$ cat src/common/sync_fifo_prog_flags_defines.vh
// Constants for the nine-bit synchronous FIFO with programmable flags.
// Assumes inclusion by bare name from the design file; definitions only.
`ifndef SYNC_FIFO_PROG_FLAGS_DEFINES_VH
`define SYNC_FIFO_PROG_FLAGS_DEFINES_VH

// ****************************************************************
// Geometry
// ****************************************************************
`define FIFO_DEPTH          64
`define FIFO_WIDTH          9
`define OFFSET_WIDTH        8

// ****************************************************************
// Offset register sequence positions
// ****************************************************************
`define OFS_EMPTY_LOW       2'h0
`define OFS_EMPTY_HIGH      2'h1
`define OFS_FULL_LOW        2'h2
`define OFS_FULL_HIGH       2'h3

// ****************************************************************
// Reset values
// ****************************************************************
`define EMPTY_LOW_RESET     8'h07
`define EMPTY_HIGH_RESET    8'h00
`define FULL_LOW_RESET      8'h07
`define FULL_HIGH_RESET     8'h00

// ****************************************************************
// Mode latched at reset
// ****************************************************************
`define MODE_PROG_FLAGS     1'b0
`define MODE_DUAL_ENABLE    1'b1

`endif

$ cat src/sync_fifo_prog_flags.v
// Synchronous FIFO control with memory, programmable flags and output buffer.
// Assumes one clock serves as both write and read clock; inputs are synchronous.
`timescale 1ns/1ps
`include "sync_fifo_prog_flags_defines.vh"

module sync_fifo_prog_flags #(
  parameter DEPTH = `FIFO_DEPTH,
  parameter WIDTH = `FIFO_WIDTH
) (
  input  wire             i_clk_sys,
  input  wire             i_reset,
  input  wire [WIDTH-1:0] i_data,
  input  wire             i_write_enable_primary_n,
  input  wire             i_write_enable_secondary_or_load,
  input  wire             i_read_enable_a_n,
  input  wire             i_read_enable_b_n,
  input  wire             i_rd_ready,
  output wire [WIDTH-1:0] o_rd_data,
  output wire             o_rd_valid,
  output wire             o_empty_flag_n,
  output wire             o_almost_empty_flag_n,
  output wire             o_almost_full_flag_n,
  output wire             o_full_flag_n,
  output wire             o_dual_enable_mode
);

  localparam AW = $clog2(DEPTH);
  localparam OW = `OFFSET_WIDTH;
  localparam [AW:0] DEPTH_C = DEPTH[AW:0];

  // ****************************************************************
  // Usage notes
  // ****************************************************************
  // One clock serves as write and read clock, so the flag
  // update edges of the two sides coincide.
  // Pointers wrap by overflow: DEPTH must be a power of two.
  // Only the low log2(DEPTH) offset bits set a threshold, so an
  // offset of DEPTH or more aliases to a small one.
  // An offset read needs a free skid slot; a stalled receiver
  // holds the offset sequence where it is.
  // A colliding offset write and read keeps the write and
  // drops the read; the sequence steps once.
  // FIFO reads pause while the load pin is low in flag mode.
  // Words and offsets share one two-entry buffer, so they
  // leave in the order they were taken.
  // Thresholds follow offset loads from the next edge on.

  // ****************************************************************
  // State
  // ****************************************************************
  reg [WIDTH-1:0] mem [0:DEPTH-1];
  reg [AW-1:0]    wptr_q;
  reg [AW-1:0]    rptr_q;
  reg [AW:0]      count_q;
  reg             mode_q;
  reg [1:0]       seq_q;
  reg             empty_n_q;
  reg             almost_empty_n_q;
  reg             almost_full_n_q;
  reg             full_n_q;
  reg [WIDTH-1:0] out_q;
  reg             out_v_q;
  reg [WIDTH-1:0] skid_q;
  reg             skid_v_q;
  wire [4*OW-1:0] ofs_flat;
  reg [1:0]       seq_d;
  reg             empty_n_d;
  reg             almost_empty_n_d;
  reg             almost_full_n_d;
  reg             full_n_d;
  reg [WIDTH-1:0] out_d;
  reg             out_v_d;
  reg [WIDTH-1:0] skid_d;
  reg             skid_v_d;

  // ****************************************************************
  // Request decode
  // ****************************************************************
  wire load_n    = i_write_enable_secondary_or_load;
  wire wen_act   = ~i_write_enable_primary_n;
  wire ren_act   = ~i_read_enable_a_n & ~i_read_enable_b_n;
  wire prog_mode = (mode_q == `MODE_PROG_FLAGS);
  // Skid slot free means a read can always be caught
  wire buf_room  = ~skid_v_q;

  wire ofs_access = prog_mode & ~load_n;
  // offset load on load and primary low
  wire ofs_wr = ofs_access & wen_act;
  // offset read; write wins if host collides
  wire ofs_rd = ofs_access & ren_act & ~ofs_wr & buf_room;

  // load high with primary low writes FIFO
  wire fifo_wr = wen_act & load_n & full_n_q;
  wire fifo_rd = ren_act & ~ofs_access & empty_n_q & buf_room;

  // ****************************************************************
  // Offset registers
  // ****************************************************************
  genvar g;
  generate
    for (g = 0; g < 4; g = g + 1) begin : g_ofs
      reg [OW-1:0] val_q;
      always @(posedge i_clk_sys) begin
        if (i_reset) begin
          case (g)
            0:       val_q <= `EMPTY_LOW_RESET;
            1:       val_q <= `EMPTY_HIGH_RESET;
            2:       val_q <= `FULL_LOW_RESET;
            default: val_q <= `FULL_HIGH_RESET;
          endcase
        end else if (ofs_wr && seq_q == g) begin
          val_q <= i_data[OW-1:0];
        end
      end
      assign ofs_flat[g*OW +: OW] = val_q;
    end
  endgenerate

  // n and m from high above low
  wire [2*OW-1:0] n_full = {ofs_flat[`OFS_EMPTY_HIGH*OW +: OW], ofs_flat[`OFS_EMPTY_LOW*OW +: OW]};
  wire [2*OW-1:0] m_full = {ofs_flat[`OFS_FULL_HIGH*OW +: OW], ofs_flat[`OFS_FULL_LOW*OW +: OW]};
  wire [AW:0] n_th = {1'b0, n_full[AW-1:0]};
  wire [AW:0] m_th = {1'b0, m_full[AW-1:0]};
  wire [AW:0] af_level = DEPTH_C - m_th;

  wire [OW-1:0] ofs_sel = ofs_flat[seq_q*OW +: OW];
  wire [WIDTH-1:0] push_data = ofs_rd ? {{(WIDTH-OW){1'b0}}, ofs_sel} : mem[rptr_q];
  wire push = ofs_rd | fifo_rd;

  // ****************************************************************
  // Mode and sequence
  // ****************************************************************
  always @* begin
    seq_d = seq_q;
    if (ofs_wr || ofs_rd) begin
      // two-bit sequence wraps to empty low
      seq_d = seq_q + 2'h1;
    end
  end

  always @(posedge i_clk_sys) begin
    if (i_reset) begin
      // mode caught while reset is held
      mode_q <= i_write_enable_secondary_or_load;
      seq_q  <= `OFS_EMPTY_LOW;
    end else begin
      seq_q  <= seq_d;
    end
  end

  // ****************************************************************
  // Pointers, count and memory
  // ****************************************************************
  wire [AW:0] count_d = count_q + {{AW{1'b0}}, fifo_wr} - {{AW{1'b0}}, fifo_rd};

  always @(posedge i_clk_sys) begin
    if (fifo_wr) begin
      mem[wptr_q] <= i_data;
    end
  end

  always @(posedge i_clk_sys) begin
    if (i_reset) begin
      wptr_q  <= {AW{1'b0}};
      rptr_q  <= {AW{1'b0}};
      count_q <= {(AW+1){1'b0}};
    end else begin
      if (fifo_wr) begin
        wptr_q <= wptr_q + {{(AW-1){1'b0}}, 1'b1};
      end
      if (fifo_rd) begin
        rptr_q <= rptr_q + {{(AW-1){1'b0}}, 1'b1};
      end
      count_q <= count_d;
    end
  end

  // ****************************************************************
  // Flags
  // ****************************************************************
  // Registered from next count so they track the edge that moved it
  always @* begin
    empty_n_d        = (count_d != {(AW+1){1'b0}});
    almost_empty_n_d = (count_d > n_th);
    almost_full_n_d  = (count_d < af_level);
    full_n_d         = (count_d != DEPTH_C);
  end

  always @(posedge i_clk_sys) begin
    if (i_reset) begin
      empty_n_q        <= 1'b0;
      almost_empty_n_q <= 1'b0;
      almost_full_n_q  <= 1'b1;
      full_n_q         <= 1'b1;
    end else begin
      empty_n_q        <= empty_n_d;
      almost_empty_n_q <= almost_empty_n_d;
      almost_full_n_q  <= almost_full_n_d;
      full_n_q         <= full_n_d;
    end
  end

  // ****************************************************************
  // Two-entry output buffer
  // ****************************************************************
  // Reads stall once the skid slot holds a word, so nothing is lost
  wire drain = ~out_v_q | i_rd_ready;

  // next word or offset enters the buffer
  always @* begin
    out_d    = out_q;
    out_v_d  = out_v_q;
    skid_d   = skid_q;
    skid_v_d = skid_v_q;
    if (drain) begin
      if (skid_v_q) begin
        out_d    = skid_q;
        out_v_d  = 1'b1;
        skid_v_d = 1'b0;
      end else begin
        out_v_d = push;
        if (push) begin
          out_d = push_data;
        end
      end
    end else if (push) begin
      skid_d   = push_data;
      skid_v_d = 1'b1;
    end
  end

  always @(posedge i_clk_sys) begin
    if (i_reset) begin
      out_q    <= {WIDTH{1'b0}};
      out_v_q  <= 1'b0;
      skid_q   <= {WIDTH{1'b0}};
      skid_v_q <= 1'b0;
    end else begin
      out_q    <= out_d;
      out_v_q  <= out_v_d;
      skid_q   <= skid_d;
      skid_v_q <= skid_v_d;
    end
  end

  // ****************************************************************
  // Outputs
  // ****************************************************************
  assign o_rd_data             = out_q;
  assign o_rd_valid            = out_v_q;
  assign o_empty_flag_n        = empty_n_q;
  assign o_almost_empty_flag_n = almost_empty_n_q;
  assign o_almost_full_flag_n  = almost_full_n_q;
  assign o_full_flag_n         = full_n_q;
  assign o_dual_enable_mode    = mode_q;

endmodule

$ cat config.mk
export PLATFORM = sky130hd
export DESIGN_NAME = sync_fifo_prog_flags
export DESIGN_NICKNAME = d
export VERILOG_FILES = /design/src/sync_fifo_prog_flags.v
export VERILOG_INCLUDE_DIRS = /design/src /design/src/common
export SDC_FILE = /design/constraint.sdc
export NUM_CORES = 1
export LEC_CHECK = 0
export BUFFER_PORTS_ARGS = -buffer_cell sky130_fd_sc_hd__buf_4
export CORE_MARGIN = 3
export CORE_UTILIZATION = 42
export DETAILED_ROUTE_END_ITERATION = 8
export RECOVER_POWER = 25
export SYNTH_ARGS = -nofsm -noshare
export SYNTH_HDL_FRONTEND = slang
export SYNTH_SLANG_ARGS = --single-unit
$ cat constraint.sdc
create_clock -name i_clk_sys -period 4.2 [get_ports i_clk_sys]
set_input_delay 0.84 -clock i_clk_sys [delete_from_list [all_inputs] [get_ports i_clk_sys]]
set_output_delay 0.84 -clock i_clk_sys [all_outputs]
set_load 0.01 [all_outputs]
==> results of run 1 <==
sequential cells by signal, indices dropped and copies added (netlist names), named ones only:
name                   count
mem                      576
g_ofs.val_q               32
o_rd_data                  9
skid_q                     9
count_q                    7
rptr_q                     6
wptr_q                     6
seq_q                      2
o_almost_empty_flag_n      1
o_almost_full_flag_n       1
o_dual_enable_mode         1
o_empty_flag_n             1
o_full_flag_n              1
o_rd_valid                 1
skid_v_q                   1
synth_stat cells (3+ instances only):
master,n
nand2_1,93
nand3_1,19
a211o_1,4
maj3_1,3
a21oi_1,58
o21ai_0,9
nor2b_1,14
a22oi_1,47
nor4_1,6
xnor2_1,11
edfxtp_1,577
a22o_1,5
dfxtp_1,83
nand2b_1,4
nand4_1,4
inv_1,26
nand3b_1,8
o221ai_1,5
ha_1,22
buf_1,4
o32ai_1,5
buf_2,21
and3_1,10
o22ai_1,10
nor3_1,8
clkbuf_1,37
buf_6,12
mux4_2,132
or3_1,3
mux2i_1,77
and2_1,6
a32oi_1,6
or2_2,3
buf_4,6
nor2_1,125
a31oi_1,8
xor2_1,10
worst min-delay path by stage:
| stage | slack, ns | from | to |
|---|---|---|---|
| after global placement | 0.45 | g_ofs[3].val_q[5] | g_ofs[3].val_q[5] |
| final | 0.46 | g_ofs[3].val_q[5] | g_ofs[3].val_q[5] |
| after detailed placement | 0.45 | g_ofs[3].val_q[5] | g_ofs[3].val_q[5] |
| after CTS | 0.41 | i_write_enable_secondary_or_load | o_dual_enable_mode |
| after global routing | 0.48 | g_ofs[3].val_q[5] | g_ofs[3].val_q[5] |
| after floorplan | 0.43 | g_ofs[2].val_q[6] | g_ofs[2].val_q[6] |
cells in the final DEF, fill, tap and decap left out, types with 19 or more instances in the layout:
master / netlist / final
mux2i_1: 77 / 77
edfxtp_1: 577 / 577
buf_4: 6 / 94
clkbuf_1: 37 / 28
a22oi_1: 47 / 47
inv_1: 26 / 26
a21oi_1: 58 / 58
nor2_1: 125 / 125
ha_1: 22 / 22
mux4_2: 132 / 132
clkbuf_16: 0 / 73
nand2_1: 93 / 93
nand3_1: 19 / 19
dfxtp_1: 83 / 81
per-layer routing:
layer,GRT usage,wire length [microns],vias to the layer above
li1,-,-,6193
met1,0.2590,26350,7163
met2,0.2862,27980,404
met3,0.03941,3853,106
met4,0.05591,1530,0
met5,0,0,-
stage by stage:
| step | instances | util | area [sq um] | power [uW] | worst slack, ns |
|---|---|---|---|---|---|
| 5_1_grt | 2508 | 0.4878 | 30220 | 15340 | 0.3115 |
| 4_1_cts | 2508 | 0.4883 | 30250 | 14920 | 0.6135 |
| 3_5_place_dp | 2376 | 0.4499 | 27870 | 8607 | 0.1202 |
| 2_1_floorplan | 1512 | - | 26400 | 8199 | 0.2804 |
| 3_3_place_gp | 2376 | 0.4499 | 27870 | 8591 | 0.1486 |
| 6_report | 2509 | 0.4879 | 30220 | 14780 | 0.6073 |
kinds of logic (layout without fill, tap and decap cells):
kind of cell               Yosys count  in the layout  synth area share
AOI/OAI and AO/OA                  175            175           0.04470
xor gates and xnor gates            21             21          0.006967
adders and majority gates           26             26           0.01232
buffers and inverters              108            267           0.02123
DFF                                660            660            0.7193
muxes                              211            211            0.1427
other                                0              1                 0
and+or+nand+nor                    311            311           0.05280
power by group through the flow:
stage               Clock (uW)  Sequential [uW]  Combinational [uW]
floorplan                    0             7380                 824
global placement             0             7400                1190
detailed placement           0             7400                1210
CTS                       6450             7260                1220
global route              6720             7280                1350
finish                    6310             7270                1200
critical path, cell delays in order (launching register included):
cell	delay [ns]
dfxtp_1	0.39
nor3_1	0.31
and3b_1	0.25
xnor2_1	0.15
ha_1	0.20
inv_1	0.06
fa_1	0.57
inv_1	0.08
ha_1	0.27
a21boi_0	0.12
o21ai_0	0.19
a21oi_1	0.11
maj3_1	0.36
maj3_1	0.34
o21ai_0	0.13
area by class of cell:
class                           instances  share of cell area
Inverter                               27            0.003354
Multi-Input combinational cell        744              0.2267
Clock inverter                         31             0.01221
Tap cell                              837             0.03466
Timing Repair Buffer                  108             0.02782
Clock buffer                          101             0.06658
Antenna cell                            1          0.00008281
Sequential cell                       660              0.6286
==> results.tsv, run 1 <==
metric	value	unit
cp.required	4.73	ns
slew_headroom	-1.418	
drcViolationCount	0	
synth_cells	1512	
hold_ws	0.4613	ns
insertion_delay	0.62	ns
pwr_density_cell	489.1	nW/um^2
grt_overflow	0	
multi_input_area	6849	sq um
io_pins	31	
row_count	91	
synth_flop_cell	edfxtp_1	
synthTopCellsByArea	edfxtp_1 (66%), mux4_2 (11%), dfxtp_1 (6.3%), mux2i_1 (2.9%), nor2_1 (1.8%)	
routed_wl	59720	microns
post_cts_resized	0	
dieArea	65890	sq um
max_freq	0.2783	GHz
place.gp.congestion	0.8187	
grt_pass1_wl	90080	microns
path_max_fanout	6	
cap_violations	8	
skew	0.02433	ns
clk_pin_slew	0.06	ns
ys_ff_latch	660	
worst-setup-path-type	reg2reg	
netlist_area	26400	sq um
drt_iter0_markers	1354	
wire_per_inst	23.80	microns
leakage	0.009490	uW
drive_gt1_frac	0.2107	
fill_cells	5209	
areaGrowthSynthToFinish	14.47	%
start_kind	flip-flop	
numPortBuffers	30	
synth_seq_area_share	0.7193	
cts_tree	built	
worstMarginPinSlew	3.627	ns
final_nets	1651	
ant_nets	0	
combinationalPowerShare	0.081	
fin_tns_setup	0	ns
ff2ff_path_depth	14	
holdBufCountCts	0	
die_x	256.7	microns
cts_made_buffers	71	
ctsLongestPathBuffers	3	
final.period_utilization	0.8554	
async_flop_share	0	
maxSlewViolCount	560	
seqPwrFrac	0.492	
hold_viol	0	
yosysTopAreaCell	edfxtp_1	
die_y	256.7	microns
seq_area	19000	sq um
r2r-start	skid_v_q	
yosysUniqueCellTypes	59	
min_path_cells	2	
antenna_found_initial	0	
grt.total_usage	0.1830	
p_sw	3305	uW
endpoint_kind	flip-flop	
synth_edf_count	577	
start_util	0.4262	
setup_viol	0	
outcome	finished, violations left	
failed_checks	capacitance limit, slew limit	
ir_drop	0.2653	mV
core	61940	sq um
r2r_slack	0.61	ns
post_cts_buffers	0	
firstDrtPassIters	5	
syn_avg_cell_area	17.46	sq um
arrival	4.13	ns
critPathCapture	o_almost_full_flag_n	
vias	13870	
synth_nets	1551	
clkSinkCount	660	
htree_num_levels	3	
clkPwrFrac	0.427	
first_global_vias	14020	
crit_path_start	skid_v_q	
internal_power	11480	uW
ys_warn_count	0	
fin_crit	3.593	ns
synth_top_area_share	0.6564	
viasPerCell	5.527	
grt_start_max_net_pins	81	
hp-class	reg2reg	
rsz0062_at_grt	no	
cts-root-buf	clkbuf_16	
dp_hpwl	36350	microns
switching_share	0.2236	
r2r_end	o_almost_full_flag_n	
No activity file was read; power rests on OpenSTA's default activity.
==> run 2: changes to the inputs <==
Settings changed: CELL_PAD_IN_SITES_DETAIL_PLACEMENT from default to 1, CELL_PAD_IN_SITES_GLOBAL_PLACEMENT from default to 1, PLACE_DENSITY_LB_ADDON from default to 0.1.
==> run 2 against run 1 <==
Effect of this change:
- register-to-register slack worse by 0.05 ns
- largest cell class unchanged
- core utilization is 0.073 points higher
- routed wire length is 11% higher
- total power is 0.65% lower
- critical path depth stayed put
- non-clock buffer count is 21 higher
- worst setup slack worse by 0.054 ns
- design area is 0.15% higher
- via count is 0.55% higher
- the flow still finishes with violations (capacitance limit, slew limit)
- critical path type unchanged
==> results.tsv, run 2 (same netlist as run 1, synthesis figures left out) <==
metric	value	unit	change
grt_use_met1	0.2995		was 0.2590
fill_cells	5873		was 5209
ir_drop	0.3406	mV	was 0.2653 mV
final.period_utilization	0.8682		was 0.8554
viasPerCell	5.524		was 5.527
cp.buffers_inverters	1		was 2
antenna_found_initial	0		unchanged
ctsLongestPathBuffers	3		unchanged
slew_headroom	-1.317		was -1.418
placed_area	28020	sq um	was 27870 sq um
worstHoldStart	g_ofs[2].val_q[7]		was g_ofs[3].val_q[5]
pwr_density_cell	485.3	nW/um^2	was 489.1 nW/um^2
holdBufCountCts	0		unchanged
max_freq	0.2742	GHz	was 0.2783 GHz
start_util	0.4262		unchanged
io_pins	31		unchanged
areaGrowthSynthToFinish	14.64	%	was 14.47%
core	61940	sq um	unchanged
clk_pin_slew	0.06	ns	about the same
maxSlewViolCount	479		was 560
diodes	0		was 1
dieArea	65890	sq um	unchanged
drcViolationCount	0		unchanged
cp_top_family	adder cells		unchanged
cts_made_buffers	73		was 71
busiest_layer	met2		unchanged
setup_viol	0		unchanged
worstMarginPinSlew	3.475	ns	was 3.627 ns
grt_start_max_net_pins	78		was 81
drt_iter0_markers	1116		was 1354
worst-setup-path-type	reg2reg		unchanged
grt_pass1_wl	99220	microns	was 90080 microns
ff2ff_path_depth	14		unchanged
post_cts_buffers	0		unchanged
numPortBuffers	30		unchanged
start_kind	flip-flop		unchanged
largest_reg_flops	576		unchanged
insertion_delay	0.60	ns	was 0.62 ns
die_x	256.7	microns	unchanged
vias	13940		was 13870
grt_overflow	0		unchanged
outcome	finished, violations left		unchanged
final_nets	1674		was 1651
arrival	4.16	ns	was 4.13 ns
dp_hpwl	41610	microns	was 36350 microns
fin_area	30260	sq um	was 30220 sq um
cts-root-buf	clkbuf_16		unchanged
reg.largest.list	mem x576, g_ofs.val_q x32		unchanged
clkSinkCount	660		unchanged
grt.total_usage	0.2045		was 0.1830
fin_tns_setup	0	ns	unchanged
hold_viol	0		unchanged
post_cts_resized	0		unchanged
ant_nets	0		unchanged
first_global_vias	14590		was 14020
hold_ws	0.4531	ns	was 0.4613 ns
routed_wl	66550	microns	was 59720 microns
failed_checks	capacitance limit, slew limit		unchanged
min_path_cells	2		unchanged
path_max_fanout	12		was 6
drive_gt1_frac	0.2128		was 0.2107
r2r_end	o_almost_full_flag_n		unchanged
rsz0062_at_grt	no		unchanged
final_common_cell	edfxtp_1		unchanged
htree_num_levels	3		unchanged
r2r_slack	0.55	ns	was 0.61 ns
grtUsageMet2	0.3214		was 0.2862
grt_use_met3	0.03457		was 0.03941
r2r-start	skid_v_q		unchanged
place.gp.congestion	0.7578		was 0.8187
cap_violations	7		was 8
row_count	91		unchanged
die_y	256.7	microns	unchanged
skew	0.02733	ns	was 0.02433 ns
wire_per_inst	26.37	microns	was 23.80 microns
leakage	0.009542	uW	was 0.009490 uW
largest_register	mem		unchanged
endpoint_kind	flip-flop		unchanged
critPathMaxStageDelay	0.39	ns	was 0.57 ns
firstDrtPassIters	5		unchanged
slowest_stage	dfxtp_1		was fa_1
cp.required	4.71	ns	was 4.73 ns
hp-class	reg2reg		unchanged
cts_tree	built		unchanged
worstPathCellList	nor3_1, and3b_1, buf_4, nand2_1, ha_1, a21o_1, a21oi_1, xnor2_1, ha_1, nor2_1, a21oi_1, maj3_1, maj3_1, o21ai_0		was nor3_1, and3b_1, xnor2_1, ha_1, inv_1, fa_1, inv_1, ha_1, a21boi_0, o21ai_0, a21oi_1, maj3_1, maj3_1, o21ai_0
hold_end	g_ofs[2].val_q[7]		was g_ofs[3].val_q[5]
fin_crit	3.647	ns	was 3.593 ns
final_cell_mix	edfxtp_1 (577), mux4_2 (132), nor2_1 (125), buf_4 (116), nand2_1 (93)		was edfxtp_1 (577), mux4_2 (132), nor2_1 (125), buf_4 (94), nand2_1 (93)
==> run 2: per-stage QoR <==
stage / setup slack (ns) / cells / utilization / total power [uW]
2_1_floorplan: 0.2804 / 1512 / - / 8199
5_1_grt: 0.2059 / 2524 / 0.4886 / 15270
6_report: 0.5535 / 2524 / 0.4886 / 14690
4_1_cts: 0.4960 / 2524 / 0.4891 / 14850
3_3_place_gp: 0.01709 / 2397 / 0.4524 / 8666
3_5_place_dp: 0.02694 / 2397 / 0.4524 / 8700
==> run 2: worst max path at each step <==
| stage | slack, ns | depth (start not counted) | start | to |
|---|---|---|---|---|
| 4_1_cts | 0.50 | 14 | skid_v_q | o_almost_full_flag_n |
| 2_1_floorplan | 0.28 | 16 | i_read_enable_a_n | o_almost_full_flag_n |
| 6_report | 0.55 | 14 | skid_v_q | o_almost_full_flag_n |
| 5_1_grt | 0.21 | 14 | skid_v_q | o_almost_full_flag_n |
| 3_3_place_gp | 0.02 | 15 | i_read_enable_a_n | o_almost_full_flag_n |
| 3_5_place_dp | 0.03 | 15 | i_read_enable_a_n | o_almost_full_flag_n |
==> run 2: routing by layer <==
metal | part of all wire | routed length, microns | vias to the layer above
met5 | 0 | 0 | -
met4 | 0.016 | 1095 | 0
met3 | 0.052 | 3433 | 76
met2 | 0.47 | 30990 | 323
met1 | 0.47 | 31040 | 7328
li1 | - | - | 6215
==> run 2: final cells by class <==
type / instances / area (sq um) / area share
sequential: 660 / 19000 / 0.6277
multi-input combinational: 744 / 6849 / 0.2263
clock buffer: 94 / 1979 / 0.06541
tap: 837 / 1047 / 0.03461
timing repair buffer: 129 / 1001 / 0.03308
clock inverter: 33 / 289.0 / 0.009551
inverter: 27 / 101.3 / 0.003349
==> run 2: power breakdown <==
group	leakage, uW	internal, uW	switching [uW]
Clock	0.00111	3620	2510
Sequential	0.00586	7210	66.2
Combinational	0.00257	547	727
==> run 2: worst register-to-register path, delay by kind of cell (launching register included) <==
family                     cells  cell delay [ns]
and+or+nand+nor                4             0.78
buffers and inverters          1             0.23
adders and majority gates      4             1.29
DFF                            1             0.39
AOI/OAI and AO/OA              4             0.63
xor gates and xnor gates       1             0.24
